## config.mk

```make
export PLATFORM = sky130hd
export DESIGN_NAME = ric_top
export DESIGN_NICKNAME = d
export VERILOG_FILES = /design/src/verilog/ric_top.v
export VERILOG_INCLUDE_DIRS = /design/src /design/src/common
export SDC_FILE = /design/constraint.sdc
export NUM_CORES = 1
export LEC_CHECK = 0
export BUFFER_PORTS_ARGS = -buffer_cell sky130_fd_sc_hd__buf_2
export CORE_MARGIN = 2
export CORE_UTILIZATION = 44
export CTS_BUF_LIST = sky130_fd_sc_hd__clkbuf_4
export DETAILED_ROUTE_END_ITERATION = 6
export PLACE_DENSITY_LB_ADDON = 0.2
export SYNTH_ARGS = -nofsm -noshare
export SYNTH_HDL_FRONTEND = slang
export SYNTH_SLANG_ARGS = --single-unit
```

## constraint.sdc

```tcl
create_clock -name core_clk_i -period 2.16 [get_ports core_clk_i]
set_clock_uncertainty 0.2 [all_clocks]
set_input_delay 0.108 -clock core_clk_i [delete_from_list [all_inputs] [get_ports core_clk_i]]
set_output_delay 0.108 -clock core_clk_i [all_outputs]
set_load 0.02 [all_outputs]
```

## src/common/ric_defines.vh

```
// constants for the reset and interrupt control block
// assumes a 25 MHz core clock and a 32-bit AXI4-Lite register bus
`ifndef RIC_DEFINES_VH
`define RIC_DEFINES_VH
`define RIC_OFS_STATUS 12'h000
`define RIC_OFS_MASK 12'h004
`define RIC_OFS_FLAGS 12'h008
`define RIC_OFS_SENSE 12'h00C
`define RIC_OFS_GIE 12'h010
`define RIC_BIT_POR 0
`define RIC_BIT_EXT 1
`define RIC_BIT_IRQ1 7
`define RIC_BIT_IRQ0 6
`define RIC_CNT_FAST 16'h0400
`define RIC_CNT_SLOW 16'h4000
`define RIC_PIN_FILT_NS 50
`define RIC_CLK_NS 40
`define RIC_PIN_FILT_CYC (((`RIC_PIN_FILT_NS + `RIC_CLK_NS - 1) / `RIC_CLK_NS) + 1)
`define RIC_VEC_RESET 10'h000
`define RIC_VEC_IRQ0 10'h001
`define RIC_VEC_IRQ1 10'h002
`define RIC_SNS_LOW 2'h0
`define RIC_SNS_ANY 2'h1
`define RIC_SNS_FALL 2'h2
`define RIC_SNS_RISE 2'h3
`endif

```

## src/verilog/ric_top.v

```verilog
// reset sequencing, reset cause status and external interrupt acceptance
// assumes watchdog oscillator tick, pins and core handshakes arrive as described on ports
// all logic runs on core_clk_i with srst_i synchronous
// register bus is axi4-lite, byte lane 0 only
//
// Our own choices: the address map and the AXI4-Lite slave port.
`include "ric_defines.vh"

// Function
// RULE_01 - reset pin low beyond 50 ns resets the device, even without clock; here the pin is synced and filtered on core_clk_i, so no clock means no reset
// RULE_02 - enabled watchdog time-out produces a reset
// RULE_03 - during reset registers take initial values; fetch restarts at address zero
// RULE_04 - delay counter ticks on watchdog oscillator, 1K fast, 16K slow
// RULE_05 - after pin release the delay runs; core held until it completes
// RULE_06 - watchdog reset is one clock pulse; delay starts at its end
// RULE_07 - outside circuitry may hold pin low to stretch power-on reset
// RULE_08 - external flag set only by pin reset; watchdog leaves it alone
// RULE_09 - power-on flag set only by power-on reset
// RULE_10 - writing zero clears a status flag; software cannot set them
// RULE_11 - status bits seven to two read zero
// RULE_12 - software reads then clears both flags early after start-up
// RULE_13 - accepting an interrupt clears global enable
// RULE_14 - return from interrupt sets global enable
// RULE_15 - vectoring clears the serviced source's pending flag
// RULE_16 - writing one to a flag clears it; zero leaves it
// RULE_17 - flags set while disabled and retained until serviced or cleared
// RULE_18 - pending flags wait for global enable, then serviced by priority
// RULE_19 - level-sensed interrupt has no latched flag, request only while active
// RULE_20 - status register is not saved or restored on entry or return
// RULE_21 - mask bit seven enables interrupt one, vector two, two sense bits
// RULE_22 - mask bit six enables interrupt zero, vector one; bits five to zero zero
// RULE_23 - lowest vector wins; reset first, then interrupt zero
// RULE_24 - pin activity requests even when pin drives as output
module ric_top #(
    parameter CNT_W = 16,
    parameter [CNT_W-1:0] FAST_CNT = `RIC_CNT_FAST,
    parameter [CNT_W-1:0] SLOW_CNT = `RIC_CNT_SLOW
) (
    input wire core_clk_i,
    input wire srst_i,
    input wire power_on_i,
    input wire reset_pin_n_i,
    input wire wdt_enable_i,
    input wire wdt_timeout_i,
    input wire wdt_osc_tick_i,
    input wire fast_startup_fuse_i,
    input wire ext_irq_zero_pin_i,
    input wire ext_irq_one_pin_i,
    input wire irq_ack_i,
    input wire return_from_irq_instr_i,
    input wire [31:0] s_axi_awaddr,
    input wire s_axi_awvalid,
    output reg s_axi_awready,
    input wire [31:0] s_axi_wdata,
    input wire [3:0] s_axi_wstrb,
    input wire s_axi_wvalid,
    output reg s_axi_wready,
    output reg [1:0] s_axi_bresp,
    output reg s_axi_bvalid,
    input wire s_axi_bready,
    input wire [31:0] s_axi_araddr,
    input wire s_axi_arvalid,
    output reg s_axi_arready,
    output reg [31:0] s_axi_rdata,
    output reg [1:0] s_axi_rresp,
    output reg s_axi_rvalid,
    input wire s_axi_rready,
    output reg core_reset_o,
    output reg [9:0] fetch_addr_o,
    output reg fetch_load_o,
    output reg irq_req_o,
    output reg [9:0] irq_vector_o,
    output reg global_irq_en_o
);
    // sequencer states, one-hot
    // hold: a reset source is still active
    // delay: counting oscillator ticks
    // run: core released and fetching
    localparam ST_HOLD = 3'b001;
    localparam ST_DELAY = 3'b010;
    localparam ST_RUN = 3'b100;

    // edge test for the chosen sense mode
    // mode 0 is level, handled outside this function
    function sense_hit;
        input [1:0] mode;
        input cur;
        input prev;
        begin
            case (mode)
                `RIC_SNS_ANY: sense_hit = cur ^ prev;
                `RIC_SNS_FALL: sense_hit = prev & ~cur;
                `RIC_SNS_RISE: sense_hit = cur & ~prev;
                default: sense_hit = 1'b0;
            endcase
        end
    endfunction

    // synchroniser stages, one pair per outside input
    // nothing but the second stage is read by logic
    // edge detectors look at the second stage only
    reg [1:0] pin_sync_r;
    reg [1:0] wen_sync_r;
    reg [1:0] fuse_sync_r;
    reg [1:0] por_sync_r;
    reg [1:0] wto_sync_r;
    reg [1:0] tick_sync_r;
    reg [1:0] irq0_sync_r;
    reg [1:0] irq1_sync_r;
    // previous synced levels for edge detection
    reg tick_prev_r;
    reg irq0_prev_r;
    reg irq1_prev_r;
    reg wto_prev_r;
    // pin filter count and filtered pin reset
    reg [3:0] filt_cnt_r;
    reg pin_low_r;
    reg wdt_pulse_r;
    // sequencer state and start-up delay count
    reg [2:0] state_r;
    reg [CNT_W-1:0] dly_cnt_r;
    // reset cause flags, cleared by srst_i or by a software zero write
    reg ext_flag_r;
    reg por_flag_r;
    // interrupt mask, sense modes, edge flags and global enable
    reg [7:0] mask_r;
    reg [3:0] sense_r;
    reg flag0_r;
    reg flag1_r;
    reg gie_r;
    // write address and data held until both arrived
    reg aw_held_r;
    reg w_held_r;
    // only the low twelve address bits are decoded
    reg [11:0] aw_addr_r;
    reg [31:0] w_data_r;
    reg [3:0] w_strb_r;

    wire tick_rise = tick_sync_r[1] & ~tick_prev_r;
    // decoded conditions; level mode has no flag,
    // so its request follows the pin directly
    wire lvl0 = (sense_r[1:0] == `RIC_SNS_LOW) & ~irq0_sync_r[1]; // RULE_19
    wire lvl1 = (sense_r[3:2] == `RIC_SNS_LOW) & ~irq1_sync_r[1]; // RULE_19
    wire hit0 = sense_hit(sense_r[1:0], irq0_sync_r[1], irq0_prev_r); // RULE_24
    wire hit1 = sense_hit(sense_r[3:2], irq1_sync_r[1], irq1_prev_r); // RULE_24
    // pending = level request or latched edge flag
    wire pend0 = lvl0 | flag0_r;
    wire pend1 = lvl1 | flag1_r;
    wire en0 = mask_r[`RIC_BIT_IRQ0] & pend0; // RULE_22
    wire en1 = mask_r[`RIC_BIT_IRQ1] & pend1; // RULE_21
    // any reset source holds the core and clears the mask
    wire any_rst = srst_i | por_sync_r[1] | pin_low_r | wdt_pulse_r;
    // the core accepts only a standing request
    wire take = irq_ack_i & irq_req_o & ~core_reset_o;
    // one register write strobe per offset, lane 0 only
    wire wr_go = aw_held_r & w_held_r & ~s_axi_bvalid;
    wire wr_st = wr_go & (aw_addr_r == `RIC_OFS_STATUS) & w_strb_r[0];
    wire wr_mk = wr_go & (aw_addr_r == `RIC_OFS_MASK) & w_strb_r[0];
    wire wr_fl = wr_go & (aw_addr_r == `RIC_OFS_FLAGS) & w_strb_r[0];
    wire wr_sn = wr_go & (aw_addr_r == `RIC_OFS_SENSE) & w_strb_r[0];
    wire wr_ge = wr_go & (aw_addr_r == `RIC_OFS_GIE) & w_strb_r[0];

    // two-stage synchronisers for all outside inputs
    // watchdog enable is synced on its own before gating
    // fuse is synced too, it may change at any time
    always @(posedge core_clk_i) begin
        pin_sync_r <= {pin_sync_r[0], reset_pin_n_i};
        por_sync_r <= {por_sync_r[0], power_on_i};
        wto_sync_r <= {wto_sync_r[0], wdt_timeout_i};
        wen_sync_r <= {wen_sync_r[0], wdt_enable_i};
        fuse_sync_r <= {fuse_sync_r[0], fast_startup_fuse_i};
        tick_sync_r <= {tick_sync_r[0], wdt_osc_tick_i};
        irq0_sync_r <= {irq0_sync_r[0], ext_irq_zero_pin_i};
        irq1_sync_r <= {irq1_sync_r[0], ext_irq_one_pin_i};
        tick_prev_r <= tick_sync_r[1];
        irq0_prev_r <= irq0_sync_r[1];
        irq1_prev_r <= irq1_sync_r[1];
        wto_prev_r <= wto_sync_r[1] & wen_sync_r[1];
    end

    // reset pin filter and one-clock watchdog reset pulse
    // three sustained low samples at 40 ns exceed 50 ns
    // a shorter glitch restarts the count
    // filter runs on the synced level only
    // watchdog pulse lasts one clock; the delay starts after it
    always @(posedge core_clk_i) begin
        if (srst_i) begin
            filt_cnt_r <= 4'h0;
            pin_low_r <= 1'b0;
            wdt_pulse_r <= 1'b0;
        end else begin
            if (pin_sync_r[1]) begin
                filt_cnt_r <= 4'h0;
                pin_low_r <= 1'b0;
            end else if (filt_cnt_r == `RIC_PIN_FILT_CYC - 1) begin
                pin_low_r <= 1'b1; // RULE_01
            end else begin
                filt_cnt_r <= filt_cnt_r + 4'h1;
            end
            wdt_pulse_r <= wto_sync_r[1] & wen_sync_r[1] & ~wto_prev_r; // RULE_02 RULE_06
        end
    end

    // reset sequencer: hold, then count watchdog oscillator ticks
    // every reset source restarts the hold state
    // the count only advances on oscillator rising edges
    // release happens when the count hits the fuse target
    // fetch restarts at the reset vector with a one-clock load
    always @(posedge core_clk_i) begin
        if (any_rst) begin
            state_r <= ST_HOLD; // RULE_05 RULE_07
            dly_cnt_r <= {CNT_W{1'b0}};
            core_reset_o <= 1'b1;
            fetch_load_o <= 1'b0;
            fetch_addr_o <= `RIC_VEC_RESET;
        end else begin
            fetch_load_o <= 1'b0;
            case (state_r)
                ST_HOLD: begin
                    state_r <= ST_DELAY; // RULE_06
                end
                ST_DELAY: begin
                    if (tick_rise) begin
                        dly_cnt_r <= dly_cnt_r + {{(CNT_W-1){1'b0}}, 1'b1}; // RULE_04
                    end
                    if (dly_cnt_r == (fuse_sync_r[1] ? FAST_CNT : SLOW_CNT)) begin
                        state_r <= ST_RUN;
                        core_reset_o <= 1'b0;
                        fetch_load_o <= 1'b1; // RULE_03
                        fetch_addr_o <= `RIC_VEC_RESET;
                    end
                end
                // the run state waits for the next reset
                ST_RUN: begin
                    state_r <= ST_RUN;
                end
                default: state_r <= ST_HOLD;
            endcase
        end
    end

    // reset cause flags; srst or a software zero write clears them, pin and power-on resets just set
    // a pending set beats a software clear in the same cycle
    // power-on value of the external flag is zero here
    // writing one to a status bit leaves it
    always @(posedge core_clk_i) begin
        if (srst_i) begin
            ext_flag_r <= 1'b0;
            por_flag_r <= 1'b0;
        end else begin
            if (por_sync_r[1]) begin
                por_flag_r <= 1'b1; // RULE_09
            end else if (wr_st & ~w_data_r[`RIC_BIT_POR]) begin
                por_flag_r <= 1'b0; // RULE_10
            end
            if (pin_low_r) begin
                ext_flag_r <= 1'b1; // RULE_08
            end else if (wr_st & ~w_data_r[`RIC_BIT_EXT]) begin
                ext_flag_r <= 1'b0; // RULE_10
            end
        end
    end

    // interrupt enables, flags, priority and acceptance
    // mask and sense come back to zero on every reset
    // only mask bits seven and six are kept
    // hardware clear on vectoring, software clear by writing one
    // return from interrupt re-enables, a write sets or clears
    // enable output mirrors the next value of the enable
    // request is registered and dropped at acceptance
    // interrupt zero wins when both are pending and unmasked
    always @(posedge core_clk_i) begin
        if (any_rst) begin
            mask_r <= 8'h00; // RULE_03
            sense_r <= 4'h0;
            flag0_r <= 1'b0;
            flag1_r <= 1'b0;
            gie_r <= 1'b0;
            irq_req_o <= 1'b0;
            irq_vector_o <= `RIC_VEC_RESET;
            global_irq_en_o <= 1'b0;
        end else begin
            if (wr_mk) mask_r <= {w_data_r[7:6], 6'h00}; // RULE_22
            if (wr_sn) sense_r <= w_data_r[3:0];
            // set beats hardware or software clear
            if (sense_r[1:0] == `RIC_SNS_LOW) flag0_r <= 1'b0; // RULE_19
            else if (hit0) flag0_r <= 1'b1; // RULE_17
            else if ((take & irq_vector_o == `RIC_VEC_IRQ0) | (wr_fl & w_data_r[`RIC_BIT_IRQ0]))
                flag0_r <= 1'b0; // RULE_15 RULE_16
            if (sense_r[3:2] == `RIC_SNS_LOW) flag1_r <= 1'b0; // RULE_19
            else if (hit1) flag1_r <= 1'b1; // RULE_17
            else if ((take & irq_vector_o == `RIC_VEC_IRQ1) | (wr_fl & w_data_r[`RIC_BIT_IRQ1]))
                flag1_r <= 1'b0; // RULE_15 RULE_16
            // no status register save here; software owns it
            if (take) gie_r <= 1'b0; // RULE_13 RULE_20
            else if (return_from_irq_instr_i) gie_r <= 1'b1; // RULE_14
            else if (wr_ge) gie_r <= w_data_r[0];
            global_irq_en_o <= take ? 1'b0 : (return_from_irq_instr_i ? 1'b1 : (wr_ge ? w_data_r[0] : gie_r));
            irq_req_o <= gie_r & ~take & (en0 | en1) & ~core_reset_o; // RULE_18
            irq_vector_o <= en0 ? `RIC_VEC_IRQ0 : `RIC_VEC_IRQ1; // RULE_23
        end
    end

    // axi4-lite write channel: take address and data in any order
    // ready pulses one clock after valid is seen
    // the response waits until both halves are held
    // unmapped or unaligned offsets answer slave error
    // bvalid stands until bready is seen
    always @(posedge core_clk_i) begin
        if (srst_i) begin
            aw_held_r <= 1'b0;
            w_held_r <= 1'b0;
            aw_addr_r <= 12'h000;
            w_data_r <= 32'h0;
            w_strb_r <= 4'h0;
            s_axi_awready <= 1'b0;
            s_axi_wready <= 1'b0;
            s_axi_bvalid <= 1'b0;
            s_axi_bresp <= 2'h0;
        end else begin
            s_axi_awready <= ~aw_held_r & ~s_axi_awready & s_axi_awvalid;
            s_axi_wready <= ~w_held_r & ~s_axi_wready & s_axi_wvalid;
            if (s_axi_awvalid & s_axi_awready) begin
                aw_held_r <= 1'b1;
                aw_addr_r <= s_axi_awaddr[11:0];
            end
            if (s_axi_wvalid & s_axi_wready) begin
                w_held_r <= 1'b1;
                w_data_r <= s_axi_wdata;
                w_strb_r <= s_axi_wstrb;
            end
            if (wr_go) begin
                aw_held_r <= 1'b0;
                w_held_r <= 1'b0;
                s_axi_bvalid <= 1'b1;
                s_axi_bresp <= (aw_addr_r[11:5] == 7'h00 && aw_addr_r <= `RIC_OFS_GIE
                    && aw_addr_r[1:0] == 2'h0) ? 2'h0 : 2'h2;
            end else if (s_axi_bready) begin
                s_axi_bvalid <= 1'b0;
            end
        end
    end

    // axi4-lite read channel
    // ready pulses once per read, none while data stands
    // unmapped reads return zero with slave error
    // read data stands until rready is seen
    // reading has no side effect on any flag
    always @(posedge core_clk_i) begin
        if (srst_i) begin
            s_axi_arready <= 1'b0;
            s_axi_rvalid <= 1'b0;
            s_axi_rdata <= 32'h0;
            s_axi_rresp <= 2'h0;
        end else begin
            s_axi_arready <= ~s_axi_arready & ~s_axi_rvalid & s_axi_arvalid;
            if (s_axi_arvalid & s_axi_arready) begin
                s_axi_rvalid <= 1'b1;
                s_axi_rresp <= 2'h0;
                case (s_axi_araddr[11:0])
                    `RIC_OFS_STATUS: s_axi_rdata <= {30'h0, ext_flag_r, por_flag_r}; // RULE_11
                    `RIC_OFS_MASK: s_axi_rdata <= {24'h0, mask_r};
                    `RIC_OFS_FLAGS: s_axi_rdata <= {24'h0, flag1_r, flag0_r, 6'h00};
                    `RIC_OFS_SENSE: s_axi_rdata <= {28'h0, sense_r};
                    `RIC_OFS_GIE: s_axi_rdata <= {31'h0, gie_r};
                    default: begin
                        s_axi_rdata <= 32'h0;
                        s_axi_rresp <= 2'h2;
                    end
                endcase
            end else if (s_axi_rready) begin
                s_axi_rvalid <= 1'b0;
            end
        end
    end
endmodule // ric_top
```

==> results of run 1 <==
==> cells by family after synthesis <==
kind of cell | synth area share [%]
AOI/OAI and AO/OA | 13.5
xor gates and xnor gates | 2.36
adders and majority gates | 2.45
buffers and inverters | 10.9
DFF | 46.5
muxes | 0.795
other | 0.0917
and+or+nand+nor | 23.5
==> worst max-delay path, delay by kind of cell, from the launching register on <==
kind / cells / cell delay, ns
DFF: 1 / 0.35
AOI/OAI and AO/OA: 2 / 0.39
and+or+nand+nor: 2 / 1.12
==> area by class of cell <==
type                    count  area share, %
multi-input cells         339           36.9
flip-flops and latches     95           35.9
repair buffers            148           21.2
well taps                 111           2.62
clock inverters             7           1.30
clock buffers               9           1.27
inverters                  12          0.849
==> final timing paths <==
check,end,cells after the start,startpoint
max reg2reg,ext_flag_r$_SDFFE_PP0P_,4,aw_addr_r[1]$_SDFFE_PP0P_
max,ext_flag_r$_SDFFE_PP0P_,4,aw_addr_r[1]$_SDFFE_PP0P_
min,irq1_sync_r[0]$_DFF_P_,2,ext_irq_one_pin_i
min reg2reg,wen_sync_r[1]$_DFF_P_,0,wen_sync_r[0]$_DFF_P_
==> power groups by stage <==
| stage | Combinational [uW] | Sequential, uW | Clock [uW] |
|---|---|---|---|
| 4_1_cts | 345 | 1840 | 986 |
| 6_report | 356 | 1840 | 941 |
| 3_3_place_gp | 258 | 1880 | 0 |
| 5_1_grt | 392 | 1850 | 1060 |
| 3_5_place_dp | 263 | 1880 | 0 |
| 2_1_floorplan | 238 | 1870 | 0 |
==> metal layers <==
| metal | vias up | GRT usage, % | routed length [um] |
|---|---|---|---|
| li1 | 1816 | - | - |
| met1 | 1651 | 23.1 | 4030 |
| met2 | 122 | 32.3 | 4320 |
| met3 | 25 | 4.67 | 468 |
| met4 | 0 | 8.64 | 257 |
| met5 | - | 0 | 0 |
==> cells in the mapped netlist (2+ instances only) <==
library cell | count | share of area [%]
nand4b_1 | 5 | 1.1
nor4b_1 | 3 | 0.64
and2_1 | 5 | 0.76
nand2b_1 | 7 | 1.1
and4_1 | 4 | 0.86
o41ai_2 | 2 | 0.80
nor3b_1 | 3 | 0.55
a22o_1 | 3 | 0.64
a22oi_1 | 2 | 0.37
or4_1 | 6 | 1.1
o21ai_0 | 20 | 2.4
nor4bb_1 | 2 | 0.49
nand4_1 | 3 | 0.46
nor2b_1 | 6 | 0.92
clkbuf_1 | 13 | 1.2
inv_1 | 12 | 1.1
and3_1 | 2 | 0.31
nor4_1 | 6 | 0.92
mux2_2 | 2 | 0.55
nor2_1 | 26 | 2.4
or2_2 | 5 | 0.76
dfxtp_1 | 95 | 46
nor3_1 | 8 | 0.98
a211oi_1 | 4 | 0.73
xor2_1 | 6 | 1.3
nand3b_1 | 2 | 0.37
ha_1 | 8 | 2.4
a221o_1 | 2 | 0.49
nand3_1 | 22 | 2.7
buf_4 | 46 | 8.4
nand2_1 | 58 | 5.3
a21oi_1 | 45 | 5.5
xnor2_1 | 5 | 1.1
o31ai_1 | 3 | 0.55
==> flip-flops by register name, indices dropped and copies added (netlist names), 2 cells and up <==
register,flops
pin_sync_r,2
s_axi_rdata,6
w_data_r,6
irq_vector_o,2
irq0_sync_r,2
por_sync_r,2
state_r,3
wen_sync_r,2
mask_r,2
sense_r,4
fuse_sync_r,2
filt_cnt_r,4
aw_addr_r,12
irq1_sync_r,2
wto_sync_r,2
tick_sync_r,2
dly_cnt_r,16
==> placed cells by master, fill, tap and decap left out, drive strengths merged, types with 3 or more instances in the layout <==
cell / count
nor3: 8
ha: 8
nor3b: 4
a211oi: 4
or2: 5
and4: 4
o21ai: 20
nand3: 22
nor4: 7
dfxtp: 95
inv: 14
nor4b: 3
nand4: 3
nand2: 58
a22o: 3
xnor2: 5
clkinv: 4
buf: 78
nor2b: 6
xor2: 6
a21oi: 45
dlygate4sd3: 70
o31ai: 3
nand2b: 7
clkbuf: 9
or4: 7
nor2: 26
and2: 5
conb: 46
nand4b: 5
==> per-stage QoR <==
stage	total power, uW	instances	cell area [um^2]	setup TNS, ns	setup slack, ns
6_report	3140	721	5310	-0.0235	-0.0118
5_1_grt	3300	721	5310	-0.341	-0.0775
4_1_cts	3170	721	5260	-0.0773	-0.0224
3_5_place_dp	2140	635	4420	-0.670	-0.0962
2_1_floorplan	2110	506	4260	0	0.00322
3_3_place_gp	2140	635	4420	-0.462	-0.0640
==> repair_timing <==
| action | in CTS | in global routing |
|---|---|---|
| pin swaps | 0 | 9 |
| hold buffers | 70 | 0 |
| setup endpoints to repair | 9 | 14 |
| gates resized for setup | 1 | 17 |
| hold endpoints to repair | 43 | 0 |
| cloned | 0 | 0 |
==> reports/metrics.csv, run 1 <==
stage,metric,value,unit
cells_and_area,FF+latch area,0.00190,mm^2
global_route,largest net degree at the start of global routing,31,
power,Comb pwr share,11.3,%
route,via/cell ratio,5.01,
timing,final setup violation count,3,
logic_synthesis,Post-synth EDFFs,0,
cells_and_area,Final #Nets,730,
logic_synthesis,Synth warnings,0,
setup_path,Critical Path RT,2.29,ns
global_route,grt total ovfl,0,
run_status,violated checks,negative setup slack,
clocking,clk slew on worst S/H paths,0.15,ns
timing,minimum clock period,2.17,ns
setup_path,Reg2Reg Setup Slack,-0.01,ns
power,Sequential Power Share,58.7,%
cells_and_area,area occupied by multi-input gates,0.00196,mm^2
floorplan,core footprint,0.00911,mm^2
logic_synthesis,synthesized flop and latch total,95,
power,Leak,0.00215,uW
logic_synthesis,Mapped Area,0.00409,mm^2
route,Routed WL,9.08,mm
route,total number of vias,3614,
placed_design,number of port buffers,66,
setup_path,CP startpoint kind,flop,
power,Pwr per Cell Area,591,mW/mm^2
timing,RSZ-0062 raised after global routing,yes,
timing,Final Max Slew Viols,0,
setup_path,CP Class,flop to flop,
cells_and_area,fillers,811,
route,drt wl/cell,12.6,um
min_path,HP Class,primary input to flop,
logic_synthesis,"Seq/Total Area, Yosys",46.5,%
cells_and_area,ANT cells,0,
clocking,# H-tree levels,3,
floorplan,io pins,182,
clocking,Num CTS Buffers,9,
timing,Hold Worst Slack,0.0965,ns
floorplan,Initial Util,44.9,%
setup_path,Slowest cell on crit path,or4_4,
clocking,"Clk Latency, worst-skew pair",0.44,ns
power,sw power,821,uW
global_route,vias in the first global route,3403,
route,1st-iter DRT viols,84,
cells_and_area,layout cells sized above 1,18.7,%
clocking,CTS sink count,95,
flow_run,max cap viols,0,
logic_synthesis,Post-Synthesis Cells,461,
setup_path,crit path cell chain,or4b_4 -> or4_4 -> o41ai_4 -> a21oi_1,
global_route,initial antenna violation count,0,
clocking,root buf cell,clkbuf_4,
route,Post-route DRC,0,
placed_design,placer's final routability congestion estimate,0.780,
logic_synthesis,number of distinct library cells after synthesis,54,
floorplan,full die area,0.0101,mm^2
setup_path,crit path capture type,flop,
power,Peak supply drop,0.000260,V
setup_path,CP max FO,4,
power,P_int,2320,uW
logic_synthesis,"Top FF cell, synth",dfxtp_1,
route,DR pass1 iterations,4,
power,switch share,26.2,%
cells_and_area,Layout area overhead,29.8,%
logic_synthesis,syn_area_per_cell,8.87,um^2
floorplan,Die W,100,um
setup_path,crit path DAT,2.31,ns
clocking,CTS tree,built,
logic_synthesis,ys async rst share,0,%
timing,setup ws final,-0.0118,ns
run_status,status,finished with violations,
timing,fmax,460,MHz
route,antenna-violating nets left,0,
timing,Final Hold Fails,0,
timing,period utilisation layout,101,%
floorplan,Die Y,100,um
cells_and_area,"Core Util, Final",58.3,%
placed_design,DP HPWL,6.01,mm
clocking,Max Root-Sink Buffers,2,
clocking,post-CTS setup buffer count,0,
setup_path,max incr delay on CP,0.59,ns
floorplan,row cnt,35,
power,Clk pwr share,30.0,%
global_route,global-route wire length before repair,15.4,mm
global_route,Tot GR Track Use,19.2,%
Note: power is estimated with default switching activity, not from simulation.
==> inputs of run 2 (changes only) <==
--- a/constraint.sdc
+++ b/constraint.sdc
@@ -4,2 +4,2 @@
 set_output_delay 0.108 -clock core_clk_i [all_outputs]
-set_load 0.02 [all_outputs]
+set_load 0.1 [all_outputs]
==> run 2 against run 1 <==
The flow now finishes without violations. Flip-flop and latch count unchanged. Critical path depth up 1. Non-clock buffer count down 4. Register-to-register slack about the same. Global-route usage down 0.71 points. Count of clock-buffer cells in the layout unchanged. First-iteration DRC count up 92%. Critical endpoint is now gie_r$_SDFFE_PP0P_. Highest routed layer unchanged.
==> reports/metrics.csv, run 2 (same netlist as run 1, synthesis figures left out) <==
stage,metric,value,unit,change
min_path,min-delay src,reset_pin_n_i,,was ext_irq_one_pin_i
setup_path,max incr delay on CP,0.58,ns,was 0.59 ns
route,Post-route DRC,0,,unchanged
setup_path,reg2reg start,aw_addr_r[1]$_SDFFE_PP0P_,,unchanged
power,Final Power,3290,uW,was 3140 uW
timing,Final Hold Fails,0,,unchanged
placed_design,DP HPWL,6.03,mm,was 6.01 mm
timing,Final Max Slew Viols,0,,unchanged
setup_path,crit path DAT,2.29,ns,was 2.31 ns
route,1st-iter DRT viols,161,,was 84
route,via/cell ratio,5.06,,was 5.01
power,Clk pwr share,23.6,%,was 30.0%
route,Routed WL,9.29,mm,was 9.08 mm
power,Leak,0.00209,uW,was 0.00215 uW
power,switch share,33.9,%,was 26.2%
floorplan,Die Y,100,um,unchanged
clocking,clk slew on worst S/H paths,0.13,ns,was 0.15 ns
setup_path,WP buf/inv,1,,was 0
setup_path,crit path launch,aw_addr_r[1]$_SDFFE_PP0P_,,unchanged
floorplan,full die area,0.0101,mm^2,unchanged
power,Pwr per Cell Area,632,mW/mm^2,was 591 mW/mm^2
setup_path,Slowest cell on crit path,or4_4,,unchanged
floorplan,row cnt,35,,unchanged
global_route,largest net degree at the start of global routing,31,,unchanged
floorplan,io pins,182,,unchanged
setup_path,CP Class,flop to flop,,unchanged
route,antenna-violating nets left,0,,unchanged
power,sw power,1110,uW,was 821 uW
global_route,grt total ovfl,0,,unchanged
global_route,vias in the first global route,3243,,was 3403
setup_path,Critical Path RT,2.29,ns,about the same
placed_design,placer's final routability congestion estimate,0.772,,was 0.780
cells_and_area,Final #Nets,726,,was 730
timing,RSZ-0062 raised after global routing,yes,,unchanged
setup_path,CP max FO,4,,unchanged
setup_path,crit path cell chain,or4b_4 -> or4_4 -> buf_4 -> o22ai_1 -> a211oi_1,,was or4b_4 -> or4_4 -> o41ai_4 -> a21oi_1
placed_design,number of port buffers,66,,unchanged
clocking,CTS sink count,95,,unchanged
timing,period utilisation layout,99.9,%,was 101%
floorplan,Initial Util,44.9,%,unchanged
clocking,CTS tree,built,,unchanged
power,Sequential Power Share,56.0,%,was 58.7%
timing,minimum clock period,2.16,ns,was 2.17 ns
global_route,initial antenna violation count,0,,unchanged
run_status,status,"complete, no violations",,was finished with violations
floorplan,Die W,100,um,unchanged
cells_and_area,"commonest non-fill, non-tap cells in the layout","dfxtp_1 (91), buf_2 (66), dlygate4sd3_1 (64), nand2_1 (58), conb_1 (46)",,"was dfxtp_1 (93), dlygate4sd3_1 (70), buf_2 (66), nand2_1 (58), conb_1 (46)"
clocking,Num CTS Buffers,9,,unchanged
placed_design,Placed Cells incl. Taps,635,,unchanged
route,DR pass1 iterations,6,,was 4
clocking,# H-tree levels,3,,unchanged
cells_and_area,max reg flops,16,,unchanged
floorplan,core footprint,0.00911,mm^2,unchanged
global_route,Tot GR Track Use,18.5,%,was 19.2%
cells_and_area,layout cells sized above 1,18.6,%,was 18.7%
power,Comb pwr share,20.4,%,was 11.3%
min_path,HP Class,primary input to flop,,unchanged
clocking,"Clk Latency, worst-skew pair",0.46,ns,was 0.44 ns
clocking,root buf cell,clkbuf_4,,unchanged
route,total number of vias,3613,,was 3614
power,Peak supply drop,0.000345,V,was 0.000260 V
cells_and_area,Top Registers,"dly_cnt_r (16), aw_addr_r (12)",,unchanged
timing,fmax,463,MHz,was 460 MHz
timing,final setup violation count,0,,was 3
setup_path,crit path capture type,flop,,unchanged
route,drt wl/cell,13.0,um,was 12.6 um
cells_and_area,ANT cells,0,,unchanged
cells_and_area,Biggest register,dly_cnt_r,,unchanged
power,P_int,2180,uW,was 2320 uW
setup_path,Top delay family on crit path,simple AND/OR/NAND/NOR gates,,unchanged
cells_and_area,Non-Filler Instances,714,,was 721
flow_run,max cap viols,0,,unchanged
setup_path,CP startpoint kind,flop,,unchanged
clocking,Max Root-Sink Buffers,2,,unchanged
global_route,global-route wire length before repair,14.8,mm,was 15.4 mm
cells_and_area,Layout area overhead,27.3,%,was 29.8%
cells_and_area,"leading cell type in the layout, fill and taps excluded",dfxtp_1,,unchanged
run 2: area by class of cell:
type / instances / area (um^2)
sequential: 95 / 1910
multi-input combinational: 339 / 1940
clock buffer: 9 / 67.6
timing repair buffer: 144 / 1090
tap: 111 / 139
clock inverter: 4 / 26.3
inverter: 12 / 45.0
fill: 786 / 3900
run 2: metal layers:
metal / vias up / share of wire [%] / track usage [%] / wire [um]
met5: - / 0 / 0 / 0
met4: 0 / 1.6 / 7.48 / 150
met3: 13 / 4.5 / 4.04 / 418
met2: 111 / 50 / 30.7 / 4610
met1: 1680 / 44 / 23.2 / 4110
li1: 1809 / - / - / -
run 2: metrics by stage:
step	setup slack (ns)	TNS [ns]	cell area (um^2)	util (%)	hold WS [ns]
floorplan	0.00322	0	4260	-	-0.0643
global placement	-0.0698	-0.467	4420	48.5	0.0101
detailed placement	-0.0914	-0.657	4420	48.5	0.0116
CTS	-0.00407	-0.00407	5160	56.6	0.0611
global route	-0.0933	-0.386	5210	57.2	0.0635
finish	0.00170	0	5210	57.2	0.0809
run 2: path summary, 6_finish.rpt:
path | slack, ns | cells past startpoint | end
max | 0.002 | 5 | gie_r$_SDFFE_PP0P_
min | 0.08 | 2 | pin_sync_r[0]$_DFF_P_
max reg2reg | 0.002 | 5 | gie_r$_SDFFE_PP0P_
min reg2reg | 0.13 | 0 | fuse_sync_r[1]$_DFF_P_
run 2: power by group through the flow:
stage | logic, uW | registers (uW) | clock network [uW]
finish | 672 | 1840 | 776
detailed placement | 584 | 1880 | 0
global placement | 580 | 1880 | 0
floorplan | 515 | 1920 | 0
global route | 706 | 1850 | 880
CTS | 661 | 1840 | 799
run 2: repair_timing:
item                       in CTS  in global routing
hold buffers                   64                  0
pin swaps                       0                  2
buffers inserted                0                  1
cloned                          0                  1
resized for setup               2                 14
setup endpoints to repair       9                 13
hold endpoints to repair       43                  0
run 2: worst reg2reg max path: stages, from the launching register on:
cell	delay (ns)
dfxtp_2	0.35
or4b_4	0.53
or4_4	0.58
buf_4	0.18
o22ai_1	0.12
a211oi_1	0.08
==> inputs of run 3 (changes only) <==
- SETUP_SLACK_MARGIN: default -> 0.5
==> run 3 against run 2 <==
Sequential power barely moved. Flip-flop and latch count unchanged. Fmax increased by 3.2%. Total power is 4.1% higher. Sequential share of layout area decreased by 1.4 points. Final area up 6.4%. First-iteration DRC count down 46%. Largest cell class unchanged. Largest power group unchanged.
==> reports/metrics.csv, run 3 (same netlist as run 1, synthesis figures left out) <==
stage,metric,value,unit,change
floorplan,io pins,182,,unchanged
global_route,Tot GR Track Use,18.3,%,was 18.5%
power,Leak,0.00218,uW,was 0.00209 uW
setup_path,reg2reg path depth,4,,was 5
power,Pwr per Cell Area,618,mW/mm^2,was 632 mW/mm^2
timing,fmax,478,MHz,was 463 MHz
cells_and_area,layout cells sized above 1,28.5,%,was 18.6%
timing,Worst-Margin Slew,0.509,ns,
route,total number of vias,3583,,was 3613
setup_path,CP startpoint kind,flop,,unchanged
floorplan,core footprint,0.00911,mm^2,unchanged
route,1st-iter DRT viols,87,,was 161
timing,Final Hold Fails,0,,unchanged
route,Post-route DRC,0,,unchanged
min_path,Hold Path Cell Cnt,2,,unchanged
global_route,initial antenna violation count,0,,unchanged
route,DR pass1 iterations,6,,unchanged
flow_run,max cap viols,0,,unchanged
placed_design,DP HPWL,6.00,mm,was 6.03 mm
run_status,status,"complete, no violations",,unchanged
global_route,grt total ovfl,0,,unchanged
cells_and_area,max reg flops,16,,unchanged
cells_and_area,Top Registers,"dly_cnt_r (16), aw_addr_r (12)",,unchanged
timing,period utilisation layout,96.8,%,was 99.9%
floorplan,full die area,0.0101,mm^2,unchanged
floorplan,Die W,100,um,unchanged
clocking,"Clk Latency, worst-skew pair",0.45,ns,was 0.46 ns
cells_and_area,Final #Nets,733,,was 726
setup_path,crit path DAT,2.22,ns,was 2.29 ns
floorplan,row cnt,35,,unchanged
min_path,HP Class,primary input to flop,,unchanged
route,Routed WL,9.54,mm,was 9.29 mm
timing,RSZ-0062 raised after global routing,yes,,unchanged
route,antenna-violating nets left,0,,unchanged
clocking,CTS sink count,95,,unchanged
placed_design,number of port buffers,66,,unchanged
timing,final setup violation count,0,,unchanged
clocking,clk slew on worst S/H paths,0.15,ns,was 0.13 ns
clocking,# H-tree levels,3,,unchanged
floorplan,Initial Util,44.9,%,unchanged
placed_design,placer's final routability congestion estimate,0.825,,was 0.772
timing,setup ws final,0.0682,ns,was 0.00170 ns
timing,minimum clock period,2.09,ns,was 2.16 ns
cells_and_area,"commonest non-fill, non-tap cells in the layout","dfxtp_1 (71), buf_2 (63), nand2_1 (58), dlygate4sd3_1 (58), conb_1 (46)",,"was dfxtp_1 (91), buf_2 (66), dlygate4sd3_1 (64), nand2_1 (58), conb_1 (46)"
power,Peak supply drop,0.000513,V,was 0.000345 V
global_route,vias in the first global route,3323,,was 3243
setup_path,crit path capture type,flop,,unchanged
cells_and_area,"leading cell type in the layout, fill and taps excluded",dfxtp_1,,unchanged
cells_and_area,ANT cells,0,,unchanged
global_route,global-route wire length before repair,14.9,mm,was 14.8 mm
placed_design,dpl ws,0.0530,ns,was -0.0914 ns
clocking,Max Root-Sink Buffers,2,,unchanged
clocking,CTS tree,built,,unchanged
route,drt wl/cell,13.2,um,was 13.0 um
timing,setup tns final,0,ns,unchanged
route,via/cell ratio,4.95,,was 5.06
clocking,Num CTS Buffers,9,,unchanged
timing,relative slew slack,65.6,%,
timing,Final Max Slew Viols,0,,unchanged
global_route,largest net degree at the start of global routing,31,,unchanged
setup_path,CP max FO,5,,was 4
cells_and_area,Biggest register,dly_cnt_r,,unchanged
floorplan,Die Y,100,um,unchanged
setup_path,Critical Path RT,2.29,ns,about the same
clocking,root buf cell,clkbuf_4,,unchanged
cells_and_area,Layout area overhead,35.5,%,was 27.3%
setup_path,CP Class,flop to flop,,unchanged
## run 3: changes by cell type in the layout (fill, tap and decap cells not counted), sizes merged
| cell | before | now |
|---|---|---|
| buf | 79 | 90 |
| clkdlybuf4s15 | 1 | 0 |
| inv | 12 | 16 |
| or4 | 7 | 8 |
| dlygate4sd3 | 64 | 58 |
| clkbuf | 9 | 12 |
| clkinv | 4 | 2 |
## run 3: final timing paths
check                                          startpoint                      end  slack (ns)
worst max-delay path            aw_addr_r[1]$_SDFFE_PP0P_  ext_flag_r$_SDFFE_PP0P_        0.07
worst min-delay path                    ext_irq_one_pin_i   irq1_sync_r[0]$_DFF_P_        0.09
worst max register to register  aw_addr_r[1]$_SDFFE_PP0P_  ext_flag_r$_SDFFE_PP0P_        0.07
worst min register to register     irq0_sync_r[0]$_DFF_P_   irq0_sync_r[1]$_DFF_P_        0.14
## run 3: worst max-delay path, cell delays in order (launching register included)
cell,delay (ns)
dfxtp_2,0.34
or4b_4,0.54
or4_4,0.58
o41ai_2,0.21
a21oi_1,0.10
## run 3: per-stage QoR
| stage | hold WS, ns | util, % | cells | instance area [um^2] | power [uW] |
|---|---|---|---|---|---|
| finish | 0.0853 | 60.9 | 724 | 5540 | 3430 |
| floorplan | -0.0643 | - | 506 | 4320 | 2440 |
| global route | 0.0530 | 60.9 | 724 | 5540 | 3570 |
| detailed placement | 0.0116 | 48.6 | 629 | 4420 | 2460 |
| CTS | 0.0543 | 57.9 | 715 | 5280 | 3430 |
| global placement | 0.0106 | 48.6 | 629 | 4420 | 2450 |
## run 3: final cells by class
class                   instances  area [um^2]
fillers                       770         3560
clock inverters                 6         51.3
clock buffers                  10         75.1
well taps                     111          139
inverters                      12         47.5
multi-input cells             340         2130
flip-flops and latches         95         1950
repair buffers                150         1160
## run 3: timing repair
action                                  CTS  global route
pin swaps                                 4            19
gates cloned                              1             1
buffers inserted                         11             8
endpoints found under the hold margin    46             0
endpoints found under the setup margin   21            28
gates resized for setup                  20            48
hold buffers                             58             0
## run 3: report_power, final
| group | total [uW] | internal (uW) | switching (uW) |
|---|---|---|---|
| Combinational | 695 | 171 | 524 |
| Sequential | 1840 | 1800 | 41.1 |
| Clock | 893 | 271 | 622 |
## run 3: per-layer routing
layer  vias up  share of wire [%]  track usage, %
met3        16                3.4            3.90
met5         -                  0               0
met2        84                 52            32.2
li1       1821                  -               -
met1      1662                 43            22.8
met4         0                1.5            4.95
